`config.mk`:
```
export PLATFORM = sky130hd
export DESIGN_NAME = dual_prescaled_down_counters
export DESIGN_NICKNAME = d
export VERILOG_FILES = /design/src/hw/dual_timer_pkg.sv /design/src/hw/dual_prescaled_down_counters.sv /design/src/hw/timer_channel.sv
export SDC_FILE = /design/constraint.sdc
export NUM_CORES = 1
export LEC_CHECK = 0
export BUFFER_PORTS_ARGS = -buffer_cell sky130_fd_sc_hd__buf_2
export CELL_PAD_IN_SITES_DETAIL_PLACEMENT = 2
export CELL_PAD_IN_SITES_GLOBAL_PLACEMENT = 2
export CORE_ASPECT_RATIO = 1.25
export CORE_MARGIN = 2
export CORE_UTILIZATION = 35
export DETAILED_ROUTE_END_ITERATION = 8
export PLACE_DENSITY = 0.83
export SLEW_MARGIN = 10
export SYNTH_ARGS = -nofsm -noshare
export SYNTH_HDL_FRONTEND = slang
export SYNTH_SLANG_ARGS = --single-unit
```
`constraint.sdc`:
```
create_clock -name mclk -period 4.9 [get_ports mclk]
set_input_delay 0.98 -clock mclk [delete_from_list [all_inputs] [get_ports mclk]]
set_output_delay 0.98 -clock mclk [all_outputs]
set_load 0.01 [all_outputs]
```
`src/hw/dual_timer_pkg.sv`:
```
package dual_timer_pkg;

	// ----------------------------------------------------------------
	// Register map (byte addresses)
	// ----------------------------------------------------------------
	localparam logic [7:0] CTRL_ADDR   = 8'h00; // Start/restart/mode bits
	localparam logic [7:0] MODE_ADDR   = 8'h04; // Input and output selects
	localparam logic [7:0] LOAD0_ADDR  = 8'h08; // First timer initial value
	localparam logic [7:0] LOAD1_ADDR  = 8'h0c; // Second timer initial value
	localparam logic [7:0] PRE0_ADDR   = 8'h10; // First prescale ratio
	localparam logic [7:0] PRE1_ADDR   = 8'h14; // Second prescale ratio
	localparam logic [7:0] COUNT0_ADDR = 8'h18; // First current count
	localparam logic [7:0] COUNT1_ADDR = 8'h1c; // Second current count
	localparam logic [7:0] STAT_ADDR   = 8'h20; // Sticky events, read clears
	localparam logic [7:0] MASK_ADDR   = 8'h24; // Interrupt mask
	localparam logic [7:0] PWR_ADDR    = 8'h28; // Halt/stop state

	// ----------------------------------------------------------------
	// Control register fields (per timer i: base 4*i)
	// ----------------------------------------------------------------
	localparam int CTRL_RUN     = 0; // Write 1 run, 0 stop (resume keeps count)
	localparam int CTRL_RELOAD  = 1; // Write 1: load initial value (pulse)
	localparam int CTRL_CONT    = 2; // 1 modulo-n, 0 single pass
	localparam int CTRL_STRIDE  = 4; // Field stride between timers

	// Mode register fields
	localparam int MODE_SRC1    = 0; // Second source: 0 internal, 1 external
	localparam int MODE_CASC    = 1; // Cascade first into second
	localparam int MODE_INLO    = 2; // Input mode low bit (2 bits)
	localparam int MODE_OUTLO   = 4; // Output select low bit (2 bits)

	// Power register fields
	localparam int PWR_HALT     = 0;
	localparam int PWR_STOP     = 1;

	// Input line usage
	typedef enum logic [1:0] {
		IN_CLOCK,   // External clock
		IN_RETRIG,  // Retriggerable trigger
		IN_TRIG,    // Non-retriggerable trigger
		IN_GATE     // Gate on internal clock
	} in_mode_type;

	// Output line selection
	typedef enum logic [1:0] {
		OUT_FIRST,
		OUT_SECOND,
		OUT_CLOCK,
		OUT_OFF
	} out_sel_type;

	// ----------------------------------------------------------------
	// Widths and reset values
	// ----------------------------------------------------------------
	localparam int COUNT_W = 8;
	localparam int PRE_W   = 6;
	localparam logic [7:0] CTRL_RESET = 8'h00;
	localparam logic [7:0] MODE_RESET = 8'h00;
	localparam logic [1:0] DIV4_LAST  = 2'h3; // Divide-by-four terminal
	localparam logic [1:0] EVT_FIRST  = 2'h1; // Status bit of first timer
	localparam logic [1:0] EVT_SECOND = 2'h2; // Status bit of second timer

endpackage : dual_timer_pkg

```
`src/hw/dual_prescaled_down_counters.sv`:
```
// ----------------------------------------------------------------
// Dual prescaled down counters, AHB-Lite slave
// ----------------------------------------------------------------
module dual_prescaled_down_counters (
	// Clock and reset
	input  wire logic        mclk,
	input  wire logic        rst_n,
	// AHB-Lite slave
	input  wire logic        hsel,
	input  wire logic [7:0]  haddr,
	input  wire logic [1:0]  htrans,
	input  wire logic        hwrite,
	input  wire logic [2:0]  hsize,
	input  wire logic [31:0] hwdata,
	input  wire logic        hready,
	output logic      [31:0] hrdata,
	output logic             hreadyout,
	output logic             hresp,
	// Pins
	input  wire logic        extTimerInputLine, // Asynchronous pin
	output logic             timerOutputPin,
	// Interrupts
	output logic             firstTimerIrq,
	output logic             secondTimerIrq,
	output logic             irq,
	// Low-power status
	output logic             cpuClockEn          // Low while halted or stopped
);

	// ----------------------------------------------------------------
	// Bus address phase capture
	// ----------------------------------------------------------------
	logic       wrPend_q;      // Write data phase pending
	logic       rdPend_q;
	logic [7:0] addr_q;
	logic       wrAct;
	logic       rdAct;

	logic [7:0] ctrl_q;
	logic [7:0] mode_q;
	logic [7:0] load0_q;
	logic [7:0] load1_q;
	logic [5:0] pre0_q;
	logic [5:0] pre1_q;
	logic [1:0] stat_q;
	logic [1:0] mask_q;
	logic [1:0] pwr_q;
	logic [31:0] rdata_q;

	// Per-timer pulses from writes
	logic [1:0] runSet;
	logic [1:0] reloadReq;

	// Source enables
	logic [1:0] div4_q;
	logic       tick4;
	logic [1:0] sync_q;        // Pin synchroniser
	logic       pinPrev_q;
	logic       pinRise;
	logic       trigArm_q;     // Trigger window open
	logic [1:0] tickIn;
	logic       freeze;

	logic [7:0] count0;
	logic [7:0] count1;
	logic [1:0] running;
	logic [1:0] endPulse;
	logic [1:0] togOut;
	dual_timer_pkg::in_mode_type inMode; // Decoded from mode register

	assign inMode = dual_timer_pkg::in_mode_type'(mode_q[dual_timer_pkg::MODE_INLO +: 2]);

	// Hit decode used for both read and write paths
	function automatic logic isAddr(input logic [7:0] a, input logic [7:0] ref_a);
		isAddr = (a == ref_a);
	endfunction : isAddr

	assign wrAct = hsel && hready && htrans[1] && hwrite;
	assign rdAct = hsel && hready && htrans[1] && !hwrite;

	// Address phase register; zero wait states so always ready
	always_ff @(posedge mclk) begin
		if (!rst_n) begin
			wrPend_q  <= 1'b0;
			rdPend_q  <= 1'b0;
			addr_q    <= 8'h00;
		end else begin
			wrPend_q <= wrAct;
			rdPend_q <= rdAct;
			if (wrAct || rdAct) begin
				addr_q <= haddr;
			end
		end
	end

	assign hreadyout = 1'b1;
	assign hresp     = 1'b0;
	assign hrdata    = rdata_q;

	// ----------------------------------------------------------------
	// Writable registers
	// ----------------------------------------------------------------
	// Control: whole byte stored; reload bits also act as pulses
	always_ff @(posedge mclk) begin
		if (!rst_n) begin
			ctrl_q  <= dual_timer_pkg::CTRL_RESET;
			mode_q  <= dual_timer_pkg::MODE_RESET;
			load0_q <= 8'h00;
			load1_q <= 8'h00;
			pre0_q  <= 6'h00;
			pre1_q  <= 6'h00;
			mask_q  <= 2'h0;
			pwr_q   <= 2'h0;
		end else if (wrPend_q) begin
			if (isAddr(addr_q, dual_timer_pkg::CTRL_ADDR))  ctrl_q  <= hwdata[7:0];
			if (isAddr(addr_q, dual_timer_pkg::MODE_ADDR))  mode_q  <= hwdata[7:0];
			if (isAddr(addr_q, dual_timer_pkg::LOAD0_ADDR)) load0_q <= hwdata[7:0];
			if (isAddr(addr_q, dual_timer_pkg::LOAD1_ADDR)) load1_q <= hwdata[7:0];
			if (isAddr(addr_q, dual_timer_pkg::PRE0_ADDR))  pre0_q  <= hwdata[5:0];
			if (isAddr(addr_q, dual_timer_pkg::PRE1_ADDR))  pre1_q  <= hwdata[5:0];
			if (isAddr(addr_q, dual_timer_pkg::MASK_ADDR))  mask_q  <= hwdata[1:0];
			if (isAddr(addr_q, dual_timer_pkg::PWR_ADDR))   pwr_q   <= hwdata[1:0];
		end else if (pwr_q[dual_timer_pkg::PWR_HALT] && (stat_q & mask_q) != 2'h0) begin
			pwr_q[dual_timer_pkg::PWR_HALT] <= 1'b0;    // Enabled interrupt wakes
		end
	end

	// Command pulses generated per timer
	genvar gi;
	generate
		for (gi = 0; gi < 2; gi++) begin : g_cmd
			assign runSet[gi] = wrPend_q && isAddr(addr_q, dual_timer_pkg::CTRL_ADDR);
			assign reloadReq[gi] = runSet[gi] &&
				hwdata[gi*dual_timer_pkg::CTRL_STRIDE + dual_timer_pkg::CTRL_RELOAD];
		end
	endgenerate

	// ----------------------------------------------------------------
	// Clock sources
	// ----------------------------------------------------------------
	// Stop state freezes the whole time base halt does not
	assign freeze = pwr_q[dual_timer_pkg::PWR_STOP];

	// Divide-by-four for the second timer's internal source
	always_ff @(posedge mclk) begin
		if (!rst_n) begin
			div4_q <= 2'h0;
		end else if (!freeze) begin
			div4_q <= div4_q + 2'h1;
		end
	end
	assign tick4 = (div4_q == dual_timer_pkg::DIV4_LAST) && !freeze;

	// Pin passes two flops before any use
	always_ff @(posedge mclk) begin
		if (!rst_n) begin
			sync_q    <= 2'h0;
			pinPrev_q <= 1'b0;
		end else begin
			sync_q    <= {sync_q[0], extTimerInputLine};
			pinPrev_q <= sync_q[1];
		end
	end
	assign pinRise = sync_q[1] && !pinPrev_q;

	// Trigger window: opens on edge, closes at second timer end in single pass only
	always_ff @(posedge mclk) begin
		if (!rst_n) begin
			trigArm_q <= 1'b0;
		end else if (pinRise && (inMode == dual_timer_pkg::IN_RETRIG ||
			(inMode == dual_timer_pkg::IN_TRIG && !trigArm_q))) begin
			trigArm_q <= 1'b1;
		end else if (endPulse[1] &&
			!ctrl_q[dual_timer_pkg::CTRL_STRIDE + dual_timer_pkg::CTRL_CONT]) begin
			trigArm_q <= 1'b0;
		end
	end

	// Source select; first timer internal only, second selectable
	always_comb begin
		tickIn[0] = 1'b1;
		if (mode_q[dual_timer_pkg::MODE_CASC]) begin
			tickIn[1] = endPulse[0];
		end else if (!mode_q[dual_timer_pkg::MODE_SRC1]) begin
			tickIn[1] = tick4;
		end else begin
			case (inMode)
				dual_timer_pkg::IN_CLOCK:  tickIn[1] = pinRise;
				dual_timer_pkg::IN_GATE:   tickIn[1] = tick4 && sync_q[1];
				dual_timer_pkg::IN_RETRIG: tickIn[1] = tick4 && trigArm_q;
				dual_timer_pkg::IN_TRIG:   tickIn[1] = tick4 && trigArm_q;
				default:                   tickIn[1] = 1'b0;
			endcase
		end
	end

	// ----------------------------------------------------------------
	// Timer channels
	// ----------------------------------------------------------------
	timer_channel u_first (
		.mclk      (mclk),
		.rst_n     (rst_n),
		.tickIn    (tickIn[0] && !freeze),
		.runSet    (runSet[0]),
		.runVal    (hwdata[dual_timer_pkg::CTRL_RUN]),
		.reloadReq (reloadReq[0]),
		.contMode  (ctrl_q[dual_timer_pkg::CTRL_CONT]),
		.freeze    (freeze),
		.loadValue (load0_q),
		.preValue  (pre0_q),
		.count     (count0),
		.running   (running[0]),
		.endPulse  (endPulse[0]),
		.toggleOut (togOut[0])
	);

	timer_channel u_second (
		.mclk      (mclk),
		.rst_n     (rst_n),
		.tickIn    (tickIn[1]),
		.runSet    (runSet[1]),
		.runVal    (hwdata[dual_timer_pkg::CTRL_STRIDE + dual_timer_pkg::CTRL_RUN]),
		.reloadReq (reloadReq[1]),
		.contMode  (ctrl_q[dual_timer_pkg::CTRL_STRIDE + dual_timer_pkg::CTRL_CONT]),
		.freeze    (freeze),
		.loadValue (load1_q),
		.preValue  (pre1_q),
		.count     (count1),
		.running   (running[1]),
		.endPulse  (endPulse[1]),
		.toggleOut (togOut[1])
	);

	// ----------------------------------------------------------------
	// Status, read data, outputs
	// ----------------------------------------------------------------
	// Sticky events; a new event beats the read-clear
	// Only the bits handed out are cleared, so an event at the address edge survives
	always_ff @(posedge mclk) begin
		if (!rst_n) begin
			stat_q <= 2'h0;
		end else begin
			stat_q <= ((rdPend_q && isAddr(addr_q, dual_timer_pkg::STAT_ADDR)) ?
				(stat_q & ~rdata_q[1:0]) : stat_q) | endPulse;
		end
	end

	// Read mux registered at address phase; count read leaves timer alone
	always_ff @(posedge mclk) begin
		if (!rst_n) begin
			rdata_q <= 32'h0000_0000;
		end else if (rdAct) begin
			case (haddr)
				dual_timer_pkg::CTRL_ADDR:   rdata_q <= {24'h0, ctrl_q[7:6], running[1],
					ctrl_q[4:1], running[0]};
				dual_timer_pkg::MODE_ADDR:   rdata_q <= {24'h0, mode_q};
				dual_timer_pkg::LOAD0_ADDR:  rdata_q <= {24'h0, load0_q};
				dual_timer_pkg::LOAD1_ADDR:  rdata_q <= {24'h0, load1_q};
				dual_timer_pkg::COUNT0_ADDR: rdata_q <= {24'h0, count0};
				dual_timer_pkg::COUNT1_ADDR: rdata_q <= {24'h0, count1};
				dual_timer_pkg::STAT_ADDR:   rdata_q <= {30'h0, stat_q};
				dual_timer_pkg::MASK_ADDR:   rdata_q <= {30'h0, mask_q};
				dual_timer_pkg::PWR_ADDR:    rdata_q <= {30'h0, pwr_q};
				default:                     rdata_q <= 32'h0000_0000;  // Prescalers hidden
			endcase
		end
	end

	// Registered outputs
	always_ff @(posedge mclk) begin
		if (!rst_n) begin
			firstTimerIrq  <= 1'b0;
			secondTimerIrq <= 1'b0;
			irq            <= 1'b0;
			timerOutputPin <= 1'b0;
			cpuClockEn     <= 1'b1;
		end else begin
			firstTimerIrq  <= endPulse[0];
			secondTimerIrq <= endPulse[1];
			irq            <= ((stat_q | endPulse) & mask_q) != 2'h0;
			cpuClockEn     <= (pwr_q == 2'h0);
			case (dual_timer_pkg::out_sel_type'(mode_q[dual_timer_pkg::MODE_OUTLO +: 2]))
				dual_timer_pkg::OUT_FIRST:  timerOutputPin <= togOut[0];
				dual_timer_pkg::OUT_SECOND: timerOutputPin <= togOut[1];
				dual_timer_pkg::OUT_CLOCK:  timerOutputPin <= div4_q[1];
				default:                    timerOutputPin <= 1'b0;
			endcase
		end
	end

endmodule : dual_prescaled_down_counters

```
`src/hw/timer_channel.sv`:
```
// ----------------------------------------------------------------
// One prescaler plus 8-bit down counter
// ----------------------------------------------------------------
module timer_channel (
	// Clock and reset
	input  wire logic       mclk,
	input  wire logic       rst_n,
	// Control
	input  wire logic       tickIn,      // Source clock enable
	input  wire logic       runSet,      // Write strobe with run value
	input  wire logic       runVal,
	input  wire logic       reloadReq,   // Restart from initial value
	input  wire logic       contMode,    // Modulo-n when high
	input  wire logic       freeze,      // Stop state holds prescaler and count; reload and run writes still act
	input  wire logic [7:0] loadValue,
	input  wire logic [5:0] preValue,
	// Results
	output logic      [7:0] count,
	output logic            running,
	output logic            endPulse,    // One cycle at end of count
	output logic            toggleOut    // Timer output square wave
);

	logic [5:0] preCnt_q;   // Prescaler, never readable
	logic [7:0] count_q;
	logic       run_q;
	logic       end_q;
	logic       tog_q;
	logic       preTick;

	assign count     = count_q;
	assign running   = run_q;
	assign endPulse  = end_q;
	assign toggleOut = tog_q;

	// Terminal of prescaler; ratio zero wraps through 64 states
	assign preTick = tickIn && run_q && !freeze && (preCnt_q == 6'h01);

	// Prescaler counts down from ratio, dividing 1..64
	always_ff @(posedge mclk) begin
		if (!rst_n) begin
			preCnt_q <= 6'h00;
		end else if (reloadReq || !run_q) begin
			preCnt_q <= preValue;
		end else if (tickIn && !freeze) begin
			preCnt_q <= (preCnt_q == 6'h01) ? preValue : preCnt_q - 6'h01;
		end
	end

	// Counter; load of zero gives 256 steps via wrap
	always_ff @(posedge mclk) begin
		if (!rst_n) begin
			count_q <= 8'h00;
		end else if (reloadReq) begin
			count_q <= loadValue;
		end else if (preTick) begin
			if (count_q == 8'h01) begin
				count_q <= contMode ? loadValue : 8'h00;
			end else begin
				count_q <= count_q - 8'h01;
			end
		end
	end

	// Run state: set by software, cleared at single-pass end
	always_ff @(posedge mclk) begin
		if (!rst_n) begin
			run_q <= 1'b0;
		end else if (runSet) begin
			run_q <= runVal;
		end else if (preTick && count_q == 8'h01 && !contMode) begin
			run_q <= 1'b0;
		end
	end

	// End-of-count pulse and output toggle
	always_ff @(posedge mclk) begin
		if (!rst_n) begin
			end_q <= 1'b0;
			tog_q <= 1'b0;
		end else begin
			end_q <= preTick && count_q == 8'h01;
			if (preTick && count_q == 8'h01) begin
				tog_q <= !tog_q;
			end
		end
	end

endmodule : timer_channel

```
==> flow_summary_export.csv <==
group,metric,value,unit
logic_synthesis,synth_top_cell_by_area,"dfxtp_1",
timing,finalCritPeriodShare,0.6028,
floorplanning,ios,90,
setup_path,cp-start-kind,"flop",
setup_path,setup.worst_path.end,"u_second.preCnt_q[1]",
setup_path,crit_fanout,14,
logic_synthesis,syn_inst,676,
cts,clk_path_buf_depth,2,
pwr,power,0.001876,W
place,dp_hpwl,14010,um
pwr,switching_share,0.2414,
floorplanning,core,0.01614,sq mm
logic_synthesis,ys_types,65,
routing,route.detailed.drc,0,
cts,cts_resized,0,
timing,relSlewSlack,0.2663,
layout,area_growth,9.529,%
setup_path,r2r_cells,5,
run_status,status,"completed",
cts,cts_buffers,9,
grt,grt.overflow.total,0,
setup_path,r2r-end,"u_second.preCnt_q[1]",
floorplanning,die_h,147.2,um
logic_synthesis,synth.most_common_cell,"dfxtp_1",
routing,wl,19470,um
cts,cts_num_sinks,111,
pwr,power.switching,0.0004528,W
pwr,pwr-share-seq,0.490,
layout,final_util,0.3895,
routing,vias,5145,
cts,tritoncts,"done",
timing,setup_viol,0,
cts,post-cts-setup-buffers,0,
logic_synthesis,synth_seq_cells,111,
pwr,p_leak,2.431,nW
layout,fin_cells,908,
timing,finalClockSkew,0.007234,ns
cts,clk_transition_reported_paths,0.07,ns
logic_synthesis,synth-async-reset-ratio,0,
logic_synthesis,yosysWarnings,0,
cts,ctsHtreeMaxLevel,3,
grt,grt_pass1_vias,5608,
layout,fin_nets,750,
pwr,worst_ir_drop_vdd,0.1256,mV
timing,hold_viol_final,0,
cts,postCtsHoldBufs,0,
timing,min_period,2.954,ns
timing,rsz0062_at_grt,"false",
grt,gr-usage-all-layers,0.2245,
grt,antenna_found_initial,0,
setup_path,r2r-start,"addr_q[7]",
grt,grt_pass1_wl,30570,um
floorplanning,die_area,0.01744,sq mm
timing,report.final.slew_viol_count,0,
routing,drtIter0Drc,240,
routing,final_antenna_net_count,0,
layout,n_antenna_cell,0,
timing,setup_tns,0,ns
routing,routed_via_density,5.666,
timing,max_freq,338.6,MHz
floorplanning,fp.dieW,118.5,um
setup_path,arrival,3.17,ns
place,routabilityCongestion,0.8763,
logic_synthesis,yosys_most_used_dff,"dfxtp_1",
layout,drive_gt1_frac,0.1142,
logic_synthesis,synth.area.top_cells,"dfxtp_1 (39%), mux2i_1 (8.5%), nand2_1 (5.3%), nor2_1 (4.2%), a21oi_1 (4.1%)",
pwr,power_frac_clock,0.442,
setup_path,startpoint,"addr_q[7]",
grt,grt_max_degree,65,
logic_synthesis,seq_area_frac_synth,0.3873,
setup_path,worst_setup_path_end_kind,"flop",
pwr,p_comb_frac,0.068,
place,port_buffers,35,
routing,wl_per_cell,21.44,um
setup_path,cp.required,5.12,ns
pwr,internal_power,0.001423,W
cts,clock_latency,0.36,ns
run,max_cap_violations,0,
cts,root_buffer,"clkbuf_16",
worst_hold_path,min_path_type,"flop to flop",
setup_path,criticalPathCategory,"flop to flop",
floorplanning,start_util,0.3556,
logic_synthesis,syn_avg_cell_area,8.488,sq um
place,dp.cells,892,
logic_synthesis,syn-cell-area,0.005738,sq mm
floorplanning,rows,52,
pwr,powerDensity,298.4,mW/mm^2
routing,first_pass_iters,5,
setup_path,reg2reg_setup_slack,1.95,ns
logic_synthesis,synth_top_area_share,0.3873,
logic_synthesis,synth_common_cells,"dfxtp_1 (111), nand2_1 (81), nor2_1 (64)",
logic_synthesis,synth_edf_count,0,
timing,tightest_slew,1.099,ns
-- registers in the layout (all words and copies together), names as in the netlist, 8 cells and up --
signal          count
addr_q              8
u_first.count       8
load0_q             8
u_second.count      8
load1_q             8
hrdata              8
mode_q              8
-- kinds of logic (layout without fill, tap and decap cells) --
group | after synthesis | in the layout | share of synthesized area
xor+xnor | 2 | 2 | 0.003053
mux | 61 | 61 | 0.1169
buf+inv | 86 | 78 | 0.07654
flops | 111 | 111 | 0.3873
simple gates | 256 | 256 | 0.2261
compound gates | 146 | 146 | 0.1627
fa+ha+maj | 12 | 12 | 0.02617
other cells | 2 | 26 | 0.001309
-- metal layers --
layer	track usage	vias up	part of all wire	wire, um
li1	-	2385	-	-
met1	0.2599	2619	0.42	8112
met2	0.4055	100	0.52	10160
met3	0.03106	41	0.028	548
met4	0.1060	0	0.033	647
met5	0	-	0	0
-- power groups by stage --
| stage | logic (W) | clock network, W | registers [W] |
|---|---|---|---|
| global placement | 0.000118 | 0 | 0.000940 |
| floorplan | 0.0000951 | 0 | 0.000938 |
| global route | 0.000138 | 0.000878 | 0.000921 |
| CTS | 0.000126 | 0.000844 | 0.000919 |
| detailed placement | 0.000125 | 0 | 0.000941 |
| finish | 0.000127 | 0.000829 | 0.000920 |
-- per-stage QoR --
step           hold slack (ns)  area [sq um]  setup WS, ns
2_1_floorplan           0.4119          5828         2.538
3_3_place_gp            0.4260          5959         2.193
3_5_place_dp            0.4322          5959         1.960
4_1_cts                 0.4548          6285         1.935
5_1_grt                 0.4781          6285         1.717
6_report                0.4518          6285         1.946
-- cell usage in the layout, fill, tap and decap left out, drive strengths merged, types with 9 or more instances in the layout --
cell	count
dfxtp	111
ha	12
mux2i	49
clkbuf	13
inv	24
o21ai	23
a21oi	47
nor3	16
nand2	81
nor2	64
nand3	22
or3	9
conb	26
o22ai	19
buf	38
-- area by class of cell --
type	count	area [sq um]
timing repair buffer	38	210.2
multi-input combinational	503	3167
fill	1845	9851
clock buffer	13	260.3
clock inverter	3	65.06
inverter	24	90.09
tap	216	270.3
sequential	111	2222
-- worst max-delay path, cell delays in order (launching register included) --
cell and delay, ns:
dfxtp_1 0.37, nor4_4 0.79, nand4_1 0.68, and3_1 0.56
o21ai_0 0.29, o21ai_0 0.11
-- worst min-delay path by stage --
stage,to,start,cells past startpoint
CTS,hrdata[7],hrdata[7],2
detailed placement,sync_q[1],sync_q[0],1
global placement,sync_q[1],sync_q[0],1
global route,hrdata[7],hrdata[7],2
finish,hrdata[7],hrdata[7],2
floorplan,sync_q[1],sync_q[0],1
No activity file was read; power rests on OpenSTA's default activity.
